### src/shared/amcs_pkg.sv
// amcs_pkg: constants and carriers for the alternate master chip select block
// assumes bank settings arrive as plain ports, one struct per bank
package amcs_pkg;
    localparam int NUM_BANKS = 8;
    localparam int ADDR_W = 28;
    localparam int WS_W = 4;
    // transfer size codes
    localparam logic [1:0] SIZE_LONG = 2'h0;
    localparam logic [1:0] SIZE_BYTE = 2'h1;
    localparam logic [1:0] SIZE_WORD = 2'h2;
    localparam logic [1:0] SIZE_LINE = 2'h3;
    // port size codes
    localparam logic [1:0] PORT_32 = 2'h0;
    localparam logic [1:0] PORT_8 = 2'h1;
    localparam logic [1:0] PORT_16 = 2'h2;
    // reset values
    localparam logic [3:0] CS_IDLE_N = 4'hF;
    localparam logic [7:0] BANK_IDLE_N = 8'hFF;
    localparam logic [3:0] WS_ZERO = 4'h0;
    localparam logic [3:0] BEATS_ONE = 4'h1;

    typedef enum logic [2:0] {
        AMCS_IDLE = 3'b000,
        AMCS_DECODE = 3'b001,
        AMCS_BEAT = 3'b010,
        AMCS_GAP = 3'b011,
        AMCS_END = 3'b100,
        AMCS_RELEASE = 3'b101
    } amcs_state_e;

    // per-bank settings
    typedef struct packed {
        logic [15:0] base_addr;    // compares with address bits 31:16
        logic [15:0] addr_mask;    // 1 = bit ignored, bits 11:0 only; bits 15:12 have no effect
        logic [3:0] wait_state_count;
        logic burst_en;
        logic addr_setup;
        logic write_addr_hold;
        logic read_addr_hold;
        logic ext_master_auto_ack;
        logic [1:0] port_size;
        logic write_en;
        logic read_en;
    } amcs_bank_s;

    // default memory control settings
    typedef struct packed {
        logic [3:0] wait_state_count;
        logic burst_en;
        logic ext_master_auto_ack;
        logic [1:0] port_size;
    } amcs_dflt_s;

    // attributes captured at transfer start
    typedef struct packed {
        logic [ADDR_W-1:0] addr;
        logic read;
        logic [1:0] size;
    } amcs_xfer_s;
endpackage

### src/verilog/amcs_alt_master_cs.sv
// amcs_alt_master_cs: chip select and auto-acknowledge for alternate master cycles
// assumes pins are already synchronised to clk_sys, bank settings are static during a cycle
//
// Contract
// - while bus granted away, watch transfer_start_n and produce selects and acknowledge.
// - capture 28-bit address, direction and size on the start edge.
// - force upper four address bits to zero when those pins are not address.
// - transfer type and access mode inputs are not looked at.
// - privilege and interrupt-acknowledge mask bits are not applied.
// - control sequence starts on the edge after capture.
// - matched bank enabled for direction gets chip select and write enables.
// - matched bank with auto acknowledge drives and asserts transfer_ack_n.
// - address bus is never driven during these cycles.
// - unmatched address outside DRAM with default auto acknowledge gets ack after its wait states.
// - burst-enabled region with size above port width is sequenced as a burst.
// - after last beat negate select and ack, then release ack next edge.
// - burst without setup or hold keeps select asserted across beats, and ack too when wait states are zero.
// - setup and hold settings ignored for non-burst transfers.
// - burst reads insert one negated clock per setup and read-hold bit.
// - burst writes insert one negated clock per setup and write-hold bit.
// - with setup or hold, negate select and ack during gap, reassert after.
// - write enables stay negated on zero wait state writes.
`timescale 1ns/1ps
module amcs_alt_master_cs (
    input wire logic clk_sys,
    input wire logic sys_rst,
    input wire logic bus_granted_away,
    input wire logic transfer_start_n,
    input wire logic [27:0] addr_in,
    input wire logic read_write,
    input wire logic [1:0] transfer_size,
    input wire logic [1:0] transfer_type,
    input wire logic access_type_mode,
    input wire logic upper_addr_is_addr,
    input wire logic dram_hit,
    input amcs_pkg::amcs_bank_s [7:0] bank_control_settings,
    input amcs_pkg::amcs_dflt_s default_memory_control,
    output logic [7:0] chip_select_n,
    output logic [3:0] write_enable_n,
    output logic transfer_ack_n_out,
    output logic transfer_ack_n_oe,
    output logic addr_oe
);

    ////////////////////////////////////////////////////////////////////////
    // decode helpers

    // beats needed when the transfer is wider than the port
    function automatic logic [3:0] beat_count(input logic [1:0] size, input logic [1:0] port);
        logic [3:0] bytes;
        logic [3:0] width;
        bytes = 4'h1;
        width = 4'h4;
        case (size)
            amcs_pkg::SIZE_BYTE: bytes = 4'h1;
            amcs_pkg::SIZE_WORD: bytes = 4'h2;
            default: bytes = 4'h4;
        endcase
        case (port)
            amcs_pkg::PORT_8: width = 4'h1;
            amcs_pkg::PORT_16: width = 4'h2;
            default: width = 4'h4;
        endcase
        if (bytes > width) begin
            beat_count = (width == 4'h1) ? bytes : 4'(bytes >> 1);
        end else begin
            beat_count = amcs_pkg::BEATS_ONE;
        end
        // line transfers take four beats on a 32-bit port and fifteen on narrower ports
        if (size == amcs_pkg::SIZE_LINE) begin
            beat_count = (width == 4'h4) ? 4'h4 : 4'hF;
        end
    endfunction

    // byte lanes used by the first beat
    function automatic logic [3:0] lane_mask(input logic [1:0] port);
        case (port)
            amcs_pkg::PORT_8: lane_mask = 4'h8;
            amcs_pkg::PORT_16: lane_mask = 4'hC;
            default: lane_mask = 4'hF;
        endcase
    endfunction

    ////////////////////////////////////////////////////////////////////////
    // start detection and capture

    logic start_seen;
    amcs_pkg::amcs_xfer_s xfer_now;
    logic [7:0] hit_vec;
    // transfer_type and access_type_mode deliberately unused
    // privilege mask bits are not part of the bank match

    assign start_seen = bus_granted_away && !transfer_start_n;
    always_comb begin
        xfer_now.addr = addr_in;
        if (!upper_addr_is_addr) begin
            xfer_now.addr[27:24] = 4'h0;
        end
        xfer_now.read = read_write;
        xfer_now.size = transfer_size;
    end

    amcs_pkg::amcs_xfer_s xfer_reg, xfer_next;
    amcs_pkg::amcs_state_e state_reg, state_next;
    logic [2:0] bank_reg, bank_next;
    logic dflt_reg, dflt_next;
    logic [3:0] beats_reg, beats_next;
    logic [3:0] wait_reg, wait_next;
    logic [1:0] gap_reg, gap_next;
    logic [3:0] ws_reg, ws_next;
    logic ack_en_reg, ack_en_next;
    logic [3:0] lanes_reg, lanes_next;
    logic [7:0] cs_n_reg, cs_n_next;
    logic [3:0] we_n_reg, we_n_next;
    logic ack_n_reg, ack_n_next;
    logic ack_oe_reg, ack_oe_next;

    genvar gi;
    generate
        for (gi = 0; gi < amcs_pkg::NUM_BANKS; gi++) begin : g_hit
            assign hit_vec[gi] = (((xfer_reg.addr[27:16] ^ bank_control_settings[gi].base_addr[11:0])
                & ~bank_control_settings[gi].addr_mask[11:0]) == 12'h000)
                && (bank_control_settings[gi].base_addr[15:12] == 4'h0)
                && (xfer_reg.read ? bank_control_settings[gi].read_en
                                  : bank_control_settings[gi].write_en);
        end
    endgenerate

    ////////////////////////////////////////////////////////////////////////
    // sequencer

    // gap clocks for the current direction; setup and hold only count in bursts
    logic [1:0] gap_len;
    amcs_pkg::amcs_bank_s sel_bank;
    always_comb begin
        sel_bank = bank_control_settings[bank_reg];
        gap_len = 2'(sel_bank.addr_setup)
            + 2'(xfer_reg.read ? sel_bank.read_addr_hold : sel_bank.write_addr_hold);
        if (dflt_reg) begin
            gap_len = 2'h0;
        end
    end

    always_comb begin
        state_next = state_reg;
        xfer_next = xfer_reg;
        bank_next = bank_reg;
        dflt_next = dflt_reg;
        beats_next = beats_reg;
        wait_next = wait_reg;
        gap_next = gap_reg;
        ws_next = ws_reg;
        ack_en_next = ack_en_reg;
        lanes_next = lanes_reg;
        cs_n_next = amcs_pkg::BANK_IDLE_N;
        we_n_next = amcs_pkg::CS_IDLE_N;
        ack_n_next = 1'b1;
        ack_oe_next = ack_oe_reg;
        case (state_reg)
            amcs_pkg::AMCS_IDLE: begin
                ack_oe_next = 1'b0;
                if (start_seen) begin
                    xfer_next = xfer_now;
                    state_next = amcs_pkg::AMCS_DECODE;
                end
            end
            amcs_pkg::AMCS_DECODE: begin
                state_next = amcs_pkg::AMCS_IDLE;
                dflt_next = 1'b0;
                bank_next = 3'h0;
                for (int i = amcs_pkg::NUM_BANKS - 1; i >= 0; i--) begin
                    if (hit_vec[i]) begin
                        bank_next = 3'(i);
                    end
                end
                if (hit_vec != 8'h00) begin
                    ws_next = bank_control_settings[bank_next].wait_state_count;
                    ack_en_next = bank_control_settings[bank_next].ext_master_auto_ack;
                    lanes_next = lane_mask(bank_control_settings[bank_next].port_size);
                    beats_next = bank_control_settings[bank_next].burst_en
                        ? beat_count(xfer_reg.size, bank_control_settings[bank_next].port_size)
                        : amcs_pkg::BEATS_ONE;
                    state_next = amcs_pkg::AMCS_BEAT;
                end else if (!dram_hit) begin
                    dflt_next = 1'b1;
                    ws_next = default_memory_control.wait_state_count;
                    ack_en_next = default_memory_control.ext_master_auto_ack;
                    lanes_next = lane_mask(default_memory_control.port_size);
                    beats_next = default_memory_control.burst_en
                        ? beat_count(xfer_reg.size, default_memory_control.port_size)
                        : amcs_pkg::BEATS_ONE;
                    state_next = amcs_pkg::AMCS_BEAT;
                end
                wait_next = ws_next;
                ack_oe_next = (state_next == amcs_pkg::AMCS_BEAT) && ack_en_next;
            end
            amcs_pkg::AMCS_BEAT: begin
                if (wait_reg != amcs_pkg::WS_ZERO) begin
                    wait_next = wait_reg - 4'h1;
                end else begin
                    wait_next = ws_reg;
                    if (beats_reg == amcs_pkg::BEATS_ONE) begin
                        state_next = amcs_pkg::AMCS_END;
                    end else begin
                        beats_next = beats_reg - 4'h1;
                        gap_next = gap_len;
                        // without setup or hold the next beat follows directly
                        if (gap_len != 2'h0) begin
                            state_next = amcs_pkg::AMCS_GAP;
                        end
                    end
                end
            end
            amcs_pkg::AMCS_GAP: begin
                // select and ack negated while the master moves the address
                gap_next = gap_reg - 2'h1;
                if (gap_reg == 2'h1) begin
                    state_next = amcs_pkg::AMCS_BEAT;
                end
            end
            amcs_pkg::AMCS_END: begin
                // ack stays driven high for this one clock only, then floats
                ack_oe_next = 1'b0;
                state_next = amcs_pkg::AMCS_RELEASE;
            end
            amcs_pkg::AMCS_RELEASE: begin
                ack_oe_next = 1'b0;
                state_next = amcs_pkg::AMCS_IDLE;
            end
            default: begin
                state_next = amcs_pkg::AMCS_IDLE;
                ack_oe_next = 1'b0;
            end
        endcase
        // outputs are registered, so they are decoded from the state being entered;
        // this puts the select in the clock right after decode, not one later
        if (state_next == amcs_pkg::AMCS_BEAT) begin
            if (!dflt_next) begin
                cs_n_next[bank_next] = 1'b0;
            end
            // zero wait writes never strobe the write enables
            if (!xfer_next.read && !dflt_next && ws_next != amcs_pkg::WS_ZERO) begin
                we_n_next = ~lanes_next;
            end
            if (wait_next == amcs_pkg::WS_ZERO) begin
                ack_n_next = !ack_en_next;
            end
        end
    end

    ////////////////////////////////////////////////////////////////////////
    // registers

    always_ff @(posedge clk_sys) begin
        if (sys_rst) begin
            state_reg <= amcs_pkg::AMCS_IDLE;
            xfer_reg <= '0;
            bank_reg <= 3'h0;
            dflt_reg <= 1'b0;
            beats_reg <= amcs_pkg::BEATS_ONE;
            wait_reg <= amcs_pkg::WS_ZERO;
            gap_reg <= 2'h0;
            ws_reg <= amcs_pkg::WS_ZERO;
            ack_en_reg <= 1'b0;
            lanes_reg <= 4'h0;
            cs_n_reg <= amcs_pkg::BANK_IDLE_N;
            we_n_reg <= amcs_pkg::CS_IDLE_N;
            ack_n_reg <= 1'b1;
            ack_oe_reg <= 1'b0;
        end else begin
            state_reg <= state_next;
            xfer_reg <= xfer_next;
            bank_reg <= bank_next;
            dflt_reg <= dflt_next;
            beats_reg <= beats_next;
            wait_reg <= wait_next;
            gap_reg <= gap_next;
            ws_reg <= ws_next;
            ack_en_reg <= ack_en_next;
            lanes_reg <= lanes_next;
            cs_n_reg <= cs_n_next;
            we_n_reg <= we_n_next;
            ack_n_reg <= ack_n_next;
            ack_oe_reg <= ack_oe_next;
        end
    end

    assign chip_select_n = cs_n_reg;
    assign write_enable_n = we_n_reg;
    assign transfer_ack_n_out = ack_n_reg;
    assign transfer_ack_n_oe = ack_oe_reg;
    // address pins belong to the alternate master here
    assign addr_oe = 1'b0;

    ////////////////////////////////////////////////////////////////////////
    // checks

    a_addr_never_driven: assert property (@(posedge clk_sys) disable iff (sys_rst)
        !addr_oe) else $error("address driven during alternate master cycle");
    a_start_to_decode: assert property (@(posedge clk_sys) disable iff (sys_rst)
        (state_reg == amcs_pkg::AMCS_IDLE && start_seen) |=> state_reg == amcs_pkg::AMCS_DECODE
        && xfer_reg.size == $past(transfer_size)) else $error("start not captured");
    a_upper_zeroed: assert property (@(posedge clk_sys) disable iff (sys_rst)
        (state_reg == amcs_pkg::AMCS_IDLE && start_seen && !upper_addr_is_addr)
        |=> xfer_reg.addr[27:24] == 4'h0) else $error("upper address not zeroed");
    a_cs_after_decode: assert property (@(posedge clk_sys) disable iff (sys_rst)
        (state_reg == amcs_pkg::AMCS_DECODE && hit_vec != 8'h00 && wait_next == 4'h0)
        |=> chip_select_n != amcs_pkg::BANK_IDLE_N) else $error("select late");
    a_ack_negate_release: assert property (@(posedge clk_sys) disable iff (sys_rst)
        (state_reg == amcs_pkg::AMCS_END) |-> ##0 transfer_ack_n_out && chip_select_n == 8'hFF
        ##1 !transfer_ack_n_oe) else $error("ack not released after end");
    a_no_zero_ws_we: assert property (@(posedge clk_sys) disable iff (sys_rst)
        (ws_reg == 4'h0) |-> write_enable_n == 4'hF) else $error("write enable on zero wait");
    a_gap_negates: assert property (@(posedge clk_sys) disable iff (sys_rst)
        (state_reg == amcs_pkg::AMCS_GAP) |-> chip_select_n == 8'hFF && transfer_ack_n_out)
        else $error("select asserted in gap");
    a_ack_needs_drive: assert property (@(posedge clk_sys) disable iff (sys_rst)
        !transfer_ack_n_out |-> transfer_ack_n_oe) else $error("ack low while not driven");
    a_wait_delays_ack: assert property (@(posedge clk_sys) disable iff (sys_rst)
        (state_reg == amcs_pkg::AMCS_BEAT && wait_reg != 4'h0) |-> transfer_ack_n_out)
        else $error("ack before wait states elapsed");
endmodule

### config.mk
export PLATFORM = sky130hd
export DESIGN_NAME = amcs_alt_master_cs
export DESIGN_NICKNAME = d
export VERILOG_FILES = /design/src/shared/amcs_pkg.sv /design/src/verilog/amcs_alt_master_cs.sv
export SDC_FILE = /design/constraint.sdc
export NUM_CORES = 1
export LEC_CHECK = 0
export CAP_MARGIN = 20
export CORE_AREA = 2 2 166 168
export DETAILED_ROUTE_END_ITERATION = 10
export DIE_AREA = 0 0 168 170
export DONT_BUFFER_PORTS = 1
export GPL_TIMING_DRIVEN = 0
export PLACE_DENSITY = 0.42
export SLEW_MARGIN = 15
export SYNTH_ARGS = -nofsm -noshare
export SYNTH_HDL_FRONTEND = slang
export SYNTH_SLANG_ARGS = --single-unit
### constraint.sdc
create_clock -name clk_sys -period 4.9 [get_ports clk_sys]
set_input_delay 0.245 -clock clk_sys [delete_from_list [all_inputs] [get_ports clk_sys]]
set_output_delay 0.245 -clock clk_sys [all_outputs]
set_load 0.02 [all_outputs]
=== Yosys cells after proc, flatten, opt, wreduce, memory -nomap -nowiden ===
Index checks and enable logic that the tools add are counted.

* Register bits after elaboration: 71
* Latch bits: 0
* Bits in writable memories: 0
* Bits in read-only memories: 0
* Input port bits: 408
* Output and inout bits: 15
* Word-level logic and storage cells: 220
* Memories: 0

* $add $sub $neg: 4
* Multipliers: 0
* Divide/modulo/power cells: 0
* $lt $le $gt $ge: 6
* Equality and inequality tests: 22
* Shifts and indexed selects: 0
* Mux-type cells: 87
* Bitwise logic cells: 29
* Reduce and logical (&&, ||, !) cells: 56

{| class="wikitable"
|+ Operators by type and width
! kind !! count
|-
| 45-bit binary-select mux with 3-bit select || 2
|-
| 4-bit 2-to-1 mux || 32
|-
| 12-bit AND || 8
|-
| 12-bit zero test || 8
|-
| 12-bit NOT || 8
|-
| 12-bit XOR || 8
|-
| 3-bit 2-to-1 mux || 18
|-
| 4-bit zero test || 9
|-
| 3-bit case mux with 2 select lines || 5
|-
| 1-bit logical AND || 21
|-
| 1-bit 2-to-1 mux || 17
|-
| 4-bit case mux with 2 select lines || 2
|-
| 3-bit case mux with 5 select lines || 1
|-
| 13-bit 2-to-1 mux || 1
|-
| 3-bit by 2-bit equality test with 1-bit output (second input constant) || 4
|-
| 4-bit by 1-bit equality test with 1-bit output (second input constant) || 3
|-
| 3-bit by 4-bit < comparator with 1-bit output (second input constant) || 3
|-
| 2-bit 2-to-1 mux || 5
|-
| 3-bit OR reduction || 3
|-
| 2-bit by 1-bit equality test with 1-bit output (second input constant) || 4
|-
| 2-bit equality test (second input constant) || 4
|-
| 4-bit by 3-bit equality test with 1-bit output (second input constant) || 2
|-
| 4-bit greater-than comparator || 2
|-
| 8-bit 2-to-1 mux || 1
|-
| 23 further kinds || 33
|}

=== Longest topological paths before layout ===
* Depth in word-level cells: 27
* Mapped depth: 22

=== Least setup slack after synthesis ===
OpenSTA, ideal clock, no wires.

* Path type: reg-to-reg
* Start point: reg xfer_reg[2] (netlist name)
* End point: reg beats_reg[1]
* Library setup time: 0.122 ns
* Data arrival time: 3.906 ns
* Setup slack: 0.872 ns
* Stages on the path, launching flop included: 22
* Path buffers: 2
* Period minus slack after synthesis: 4.028 ns
* Cells stage by stage: dfxtp_1 buf_6 mux2_2 o211ai_1 nor4_1 nand3_1 o211a_1 buf_2 o21ai_2 mux2_2 o21ai_0 mux2i_1 inv_1 ha_1 inv_1 ha_1 a21o_1 a21oi_1 a31oi_1 a22oi_1 nor2_1 o311a_1

* Cells in the longest elaborated chain, start to end: 24
* Elaborated cells on any way between the ends: 45

{| class="wikitable"
|+ RTL lines
! element !! RTL line !! text
|-
| from (decl) || amcs_alt_master_cs.sv:103 || <nowiki>amcs_pkg::amcs_xfer_s xfer_reg, xfer_next;</nowiki>
|-
| from (signal assigned) || amcs_alt_master_cs.sv:272 || <nowiki>xfer_reg <= xfer_next;</nowiki>
|-
| parallel branches: the longest is 24 deep, another holds 45-bit binary-select mux with 3-bit select || - ||
|-
| to (signal assigned) || amcs_alt_master_cs.sv:260 || <nowiki>beats_reg <= amcs_pkg::BEATS_ONE;</nowiki>
|-
| to (signal assigned) || amcs_alt_master_cs.sv:275 || <nowiki>beats_reg <= beats_next;</nowiki>
|-
| to (decl) || amcs_alt_master_cs.sv:107 || <nowiki>logic [3:0] beats_reg, beats_next;</nowiki>
|}

Several ways; the timed one is not identified. The select of a mux whose other input is x is not followed.
A chain may end at the register's enable or synchronous reset.

=== Worst setup path after layout ===
* Start point: reg xfer_reg[20] (netlist name)
* End point: reg beats_reg[1]

* Cells in the longest elaborated chain, start to end: 27
* Elaborated cells on any way between the ends: 69

{| class="wikitable"
|+ RTL lines
! element
|-
| parallel branches: the longest is 27 deep, another holds 12-bit XOR
|}

Several ways; the timed one is not identified. The select of a mux whose other input is x is not followed.

==> impl_metrics.yaml <==
outcome:
  status: "completed"
detailed_routing:
  top_layer_used: "met5"
  drt_iter0_drc: 505
  wl_per_cell_um: 25.0
  wl_met3_mm: 2.98
  met1_length_mm: 11.0
  met2RoutedLength_mm: 13.0
  detail-route-antenna-nets: 0
  firstDrtPassIters: 4
  via_per_inst: 5.38
  vias: 5949
  wirelength_mm: 27.6
  drcViolationCount: 0
setup_path:
  crit_type: "reg -> reg"
  worstSetupEndpointType: "flip-flop"
  worstPathRequired_ns: 5.10
  startpoint: "xfer_reg[20]$_SDFFE_PP0P_"
  cp-start-kind: "flip-flop"
  cp.arrival_ns: 4.85
  crit_path_max_fanout: 9
  worstReg2RegStart: "xfer_reg[20]$_SDFFE_PP0P_"
synthesis:
  synthTopCellsByArea: "dfxtp_1, xnor2_1, nor2_1, ha_1, o22ai_1"
  yosysSeqAreaShare_pct: 19.1
  synth_area_mm2: 0.00578
  yosys_register_bits: 55
  yosysUniqueCellTypes: 73
  synth_nets: 1175
  synth_edf_count: 0
  ys_warn_count: 0
  synthArstFlopShare_pct: 0
  synth_cells: 746
  synth_ff_type: "dfxtp_1"
  yosysTopAreaCellShare_pct: 19.1
  synth_area_leader_cell: "dfxtp_1"
  syn_avg_cell_area_um2: 7.74
job:
  drv_cap: 0
layout:
  syn2layout_area_growth_pct: 13.7
  drive_gt1_share_pct: 10.8
  largest_register_ffs: 15
  layout.nets: 1187
  layout_commonest_cell: "nor2_1"
  fin_area_mm2: 0.00657
  final_cell_mix: "nor2_1, xnor2_1, nand2_1, dfxtp_1, o22ai_1"
  layout.cells.non_filler: 1105
floorplanning:
  die_area_mm2: 0.0286
  placementRows: 60
  io_pins: 423
  core-area_mm2: 0.0267
  initial_core_util_pct: 21.7
  dieWidth_um: 168
  die_height_um: 170
cts:
  clkLatencyLatePin_ns: 0.31
  cts_buffer_depth: 2
  cts.htree.levels: 2
  cts_tree: "yes"
  holdBufCountCts: 0
  cts-root-buf: "clkbuf_16"
  clock_sinks: 55
  cts.clk_slew.worst_paths_ns: 0.08
  numCtsBuffers: 5
worst_hold_path:
  holdCritStartpoint: "addr_in[17]"
  holdCritPathClass: "in -> reg"
timing:
  period_needed_ns: 4.65
  fin_crit_sh_pct: 94.8
  relSlewSlack_pct: 49.0
  clock_skew_ns: 0.0111
  finalSetupViolCount: 0
  hold_violations: 0
  setup_tns_ns: 0
  max_clock_freq_mhz: 215
  timing.hold.ws_ns: 0.0678
  maxSlewViolCount: 0
  tightest_slew_ns: 0.759
power:
  p_leak_uw: 0.00214
  p_int_uw: 832
  cellPowerDensity_mw_per_mm2: 193
  swShare_pct: 34.3
  peakVddDrop_uv: 175
  combPwrFrac_pct: 32.1
  p_seq_share_pct: 37.4
  clockPowerShare_pct: 30.5
  p_sw_uw: 434
global_route:
  grt_pass1_wl_mm: 38.4
  first_global_vias: 5994
  grt_overflow: 0
  track_usage_pct: 18.5
  grt_antenna_before_repair: 6
  grt_start_max_net_pins: 20
place:
  place_inst: 1087
  post-dp-hpwl_mm: 23.4
  place.port_buffers: 0
  finalWeightedCongestion: 0.847
  dpl_cell_area_mm2: 0.00621
worst max-delay path: stages (launching register included):
cell and delay (ns):
dfxtp_1 0.30, clkbuf_4 0.25, xnor2_1 0.32, o22ai_1 0.13, or4_1 0.59, a211o_1 0.38
o21ai_4 0.11, buf_12 0.14, mux2_2 0.32, o21ai_0 0.28, mux2i_4 0.19, inv_1 0.09
ha_1 0.14, inv_1 0.04, ha_1 0.29, a21o_1 0.18, a21oi_1 0.16, a31oi_2 0.07
a22oi_1 0.19, nor2_1 0.07, o311a_1 0.28
metal layers:
metal / vias to the layer above / GRT usage, %
met5: - / 0
met2: 314 / 30.6
met1: 2824 / 22.1
met4: 2 / 6.31
li1: 2780 / -
met3: 29 / 6.81
cell type report:
type	count	area (um2)
Buffer	34	234
Antenna cell	5	12.5
Inverter	24	90.1
Clock inverter	3	26.3
Sequential cell	55	1100
Timing Repair Buffer	5	50.0
Tap cell	341	427
Fill cell	2956	20100
Clock buffer	5	125
Multi-Input combinational cell	633	4500
power by group through the flow:
stage / clock, uW / sequential, uW / combinational, uW
6_report: 386 / 474 / 407
5_1_grt: 414 / 476 / 453
4_1_cts: 396 / 473 / 398
3_5_place_dp: 0 / 483 / 394
3_3_place_gp: 0 / 483 / 392
2_1_floorplan: 0 / 481 / 300
logic make-up (layout without fill, tap and decap cells):
| logic type | Yosys count | count (layout) | share of synthesized area [%] |
|---|---|---|---|
| flops | 55 | 55 | 19.1 |
| mux | 41 | 41 | 8.97 |
| compound gates | 179 | 179 | 21.3 |
| xor+xnor | 96 | 96 | 15.3 |
| other cells | 1 | 6 | 0.0649 |
| fa+ha+maj | 21 | 21 | 4.55 |
| buf+inv | 58 | 71 | 4.96 |
| simple gates | 295 | 295 | 25.8 |
metrics by stage:
step / util, % / power, uW / setup slack, ns
floorplan: - / 780 / 0.872
global placement: 23.3 / 876 / -0.372
detailed placement: 23.3 / 877 / -0.384
CTS: 24.1 / 1270 / 0.0357
global route: 24.6 / 1340 / -0.00140
finish: 24.7 / 1270 / 0.255
cell usage after synthesis (19+ instances only):
cell / n
o22ai_1: 37
xnor2_1: 92
nand2_1: 55
nor3_1: 19
inv_1: 24
ha_1: 21
nor4_1: 29
nor2_1: 107
dfxtp_1: 55
a21oi_1: 33
worst paths after layout:
kind,to,slack [ns],cells past startpoint
max,beats_reg[1]$_SDFFE_PP0P_,0.25,20
min,xfer_reg[20]$_SDFFE_PP0P_,0.07,2
max reg2reg,beats_reg[1]$_SDFFE_PP0P_,0.25,20
min reg2reg,lanes_reg[3]$_SDFF_PP0_,0.46,2
repair_timing:
item / CTS / global route
resized for setup: 7 / 29
endpoints found under the hold margin: 0 / 0
pin swaps: 2 / 8
setup endpoints to repair: 3 / 3
buffers inserted: 3 / 2
Note: power is estimated with default switching activity, not from simulation.
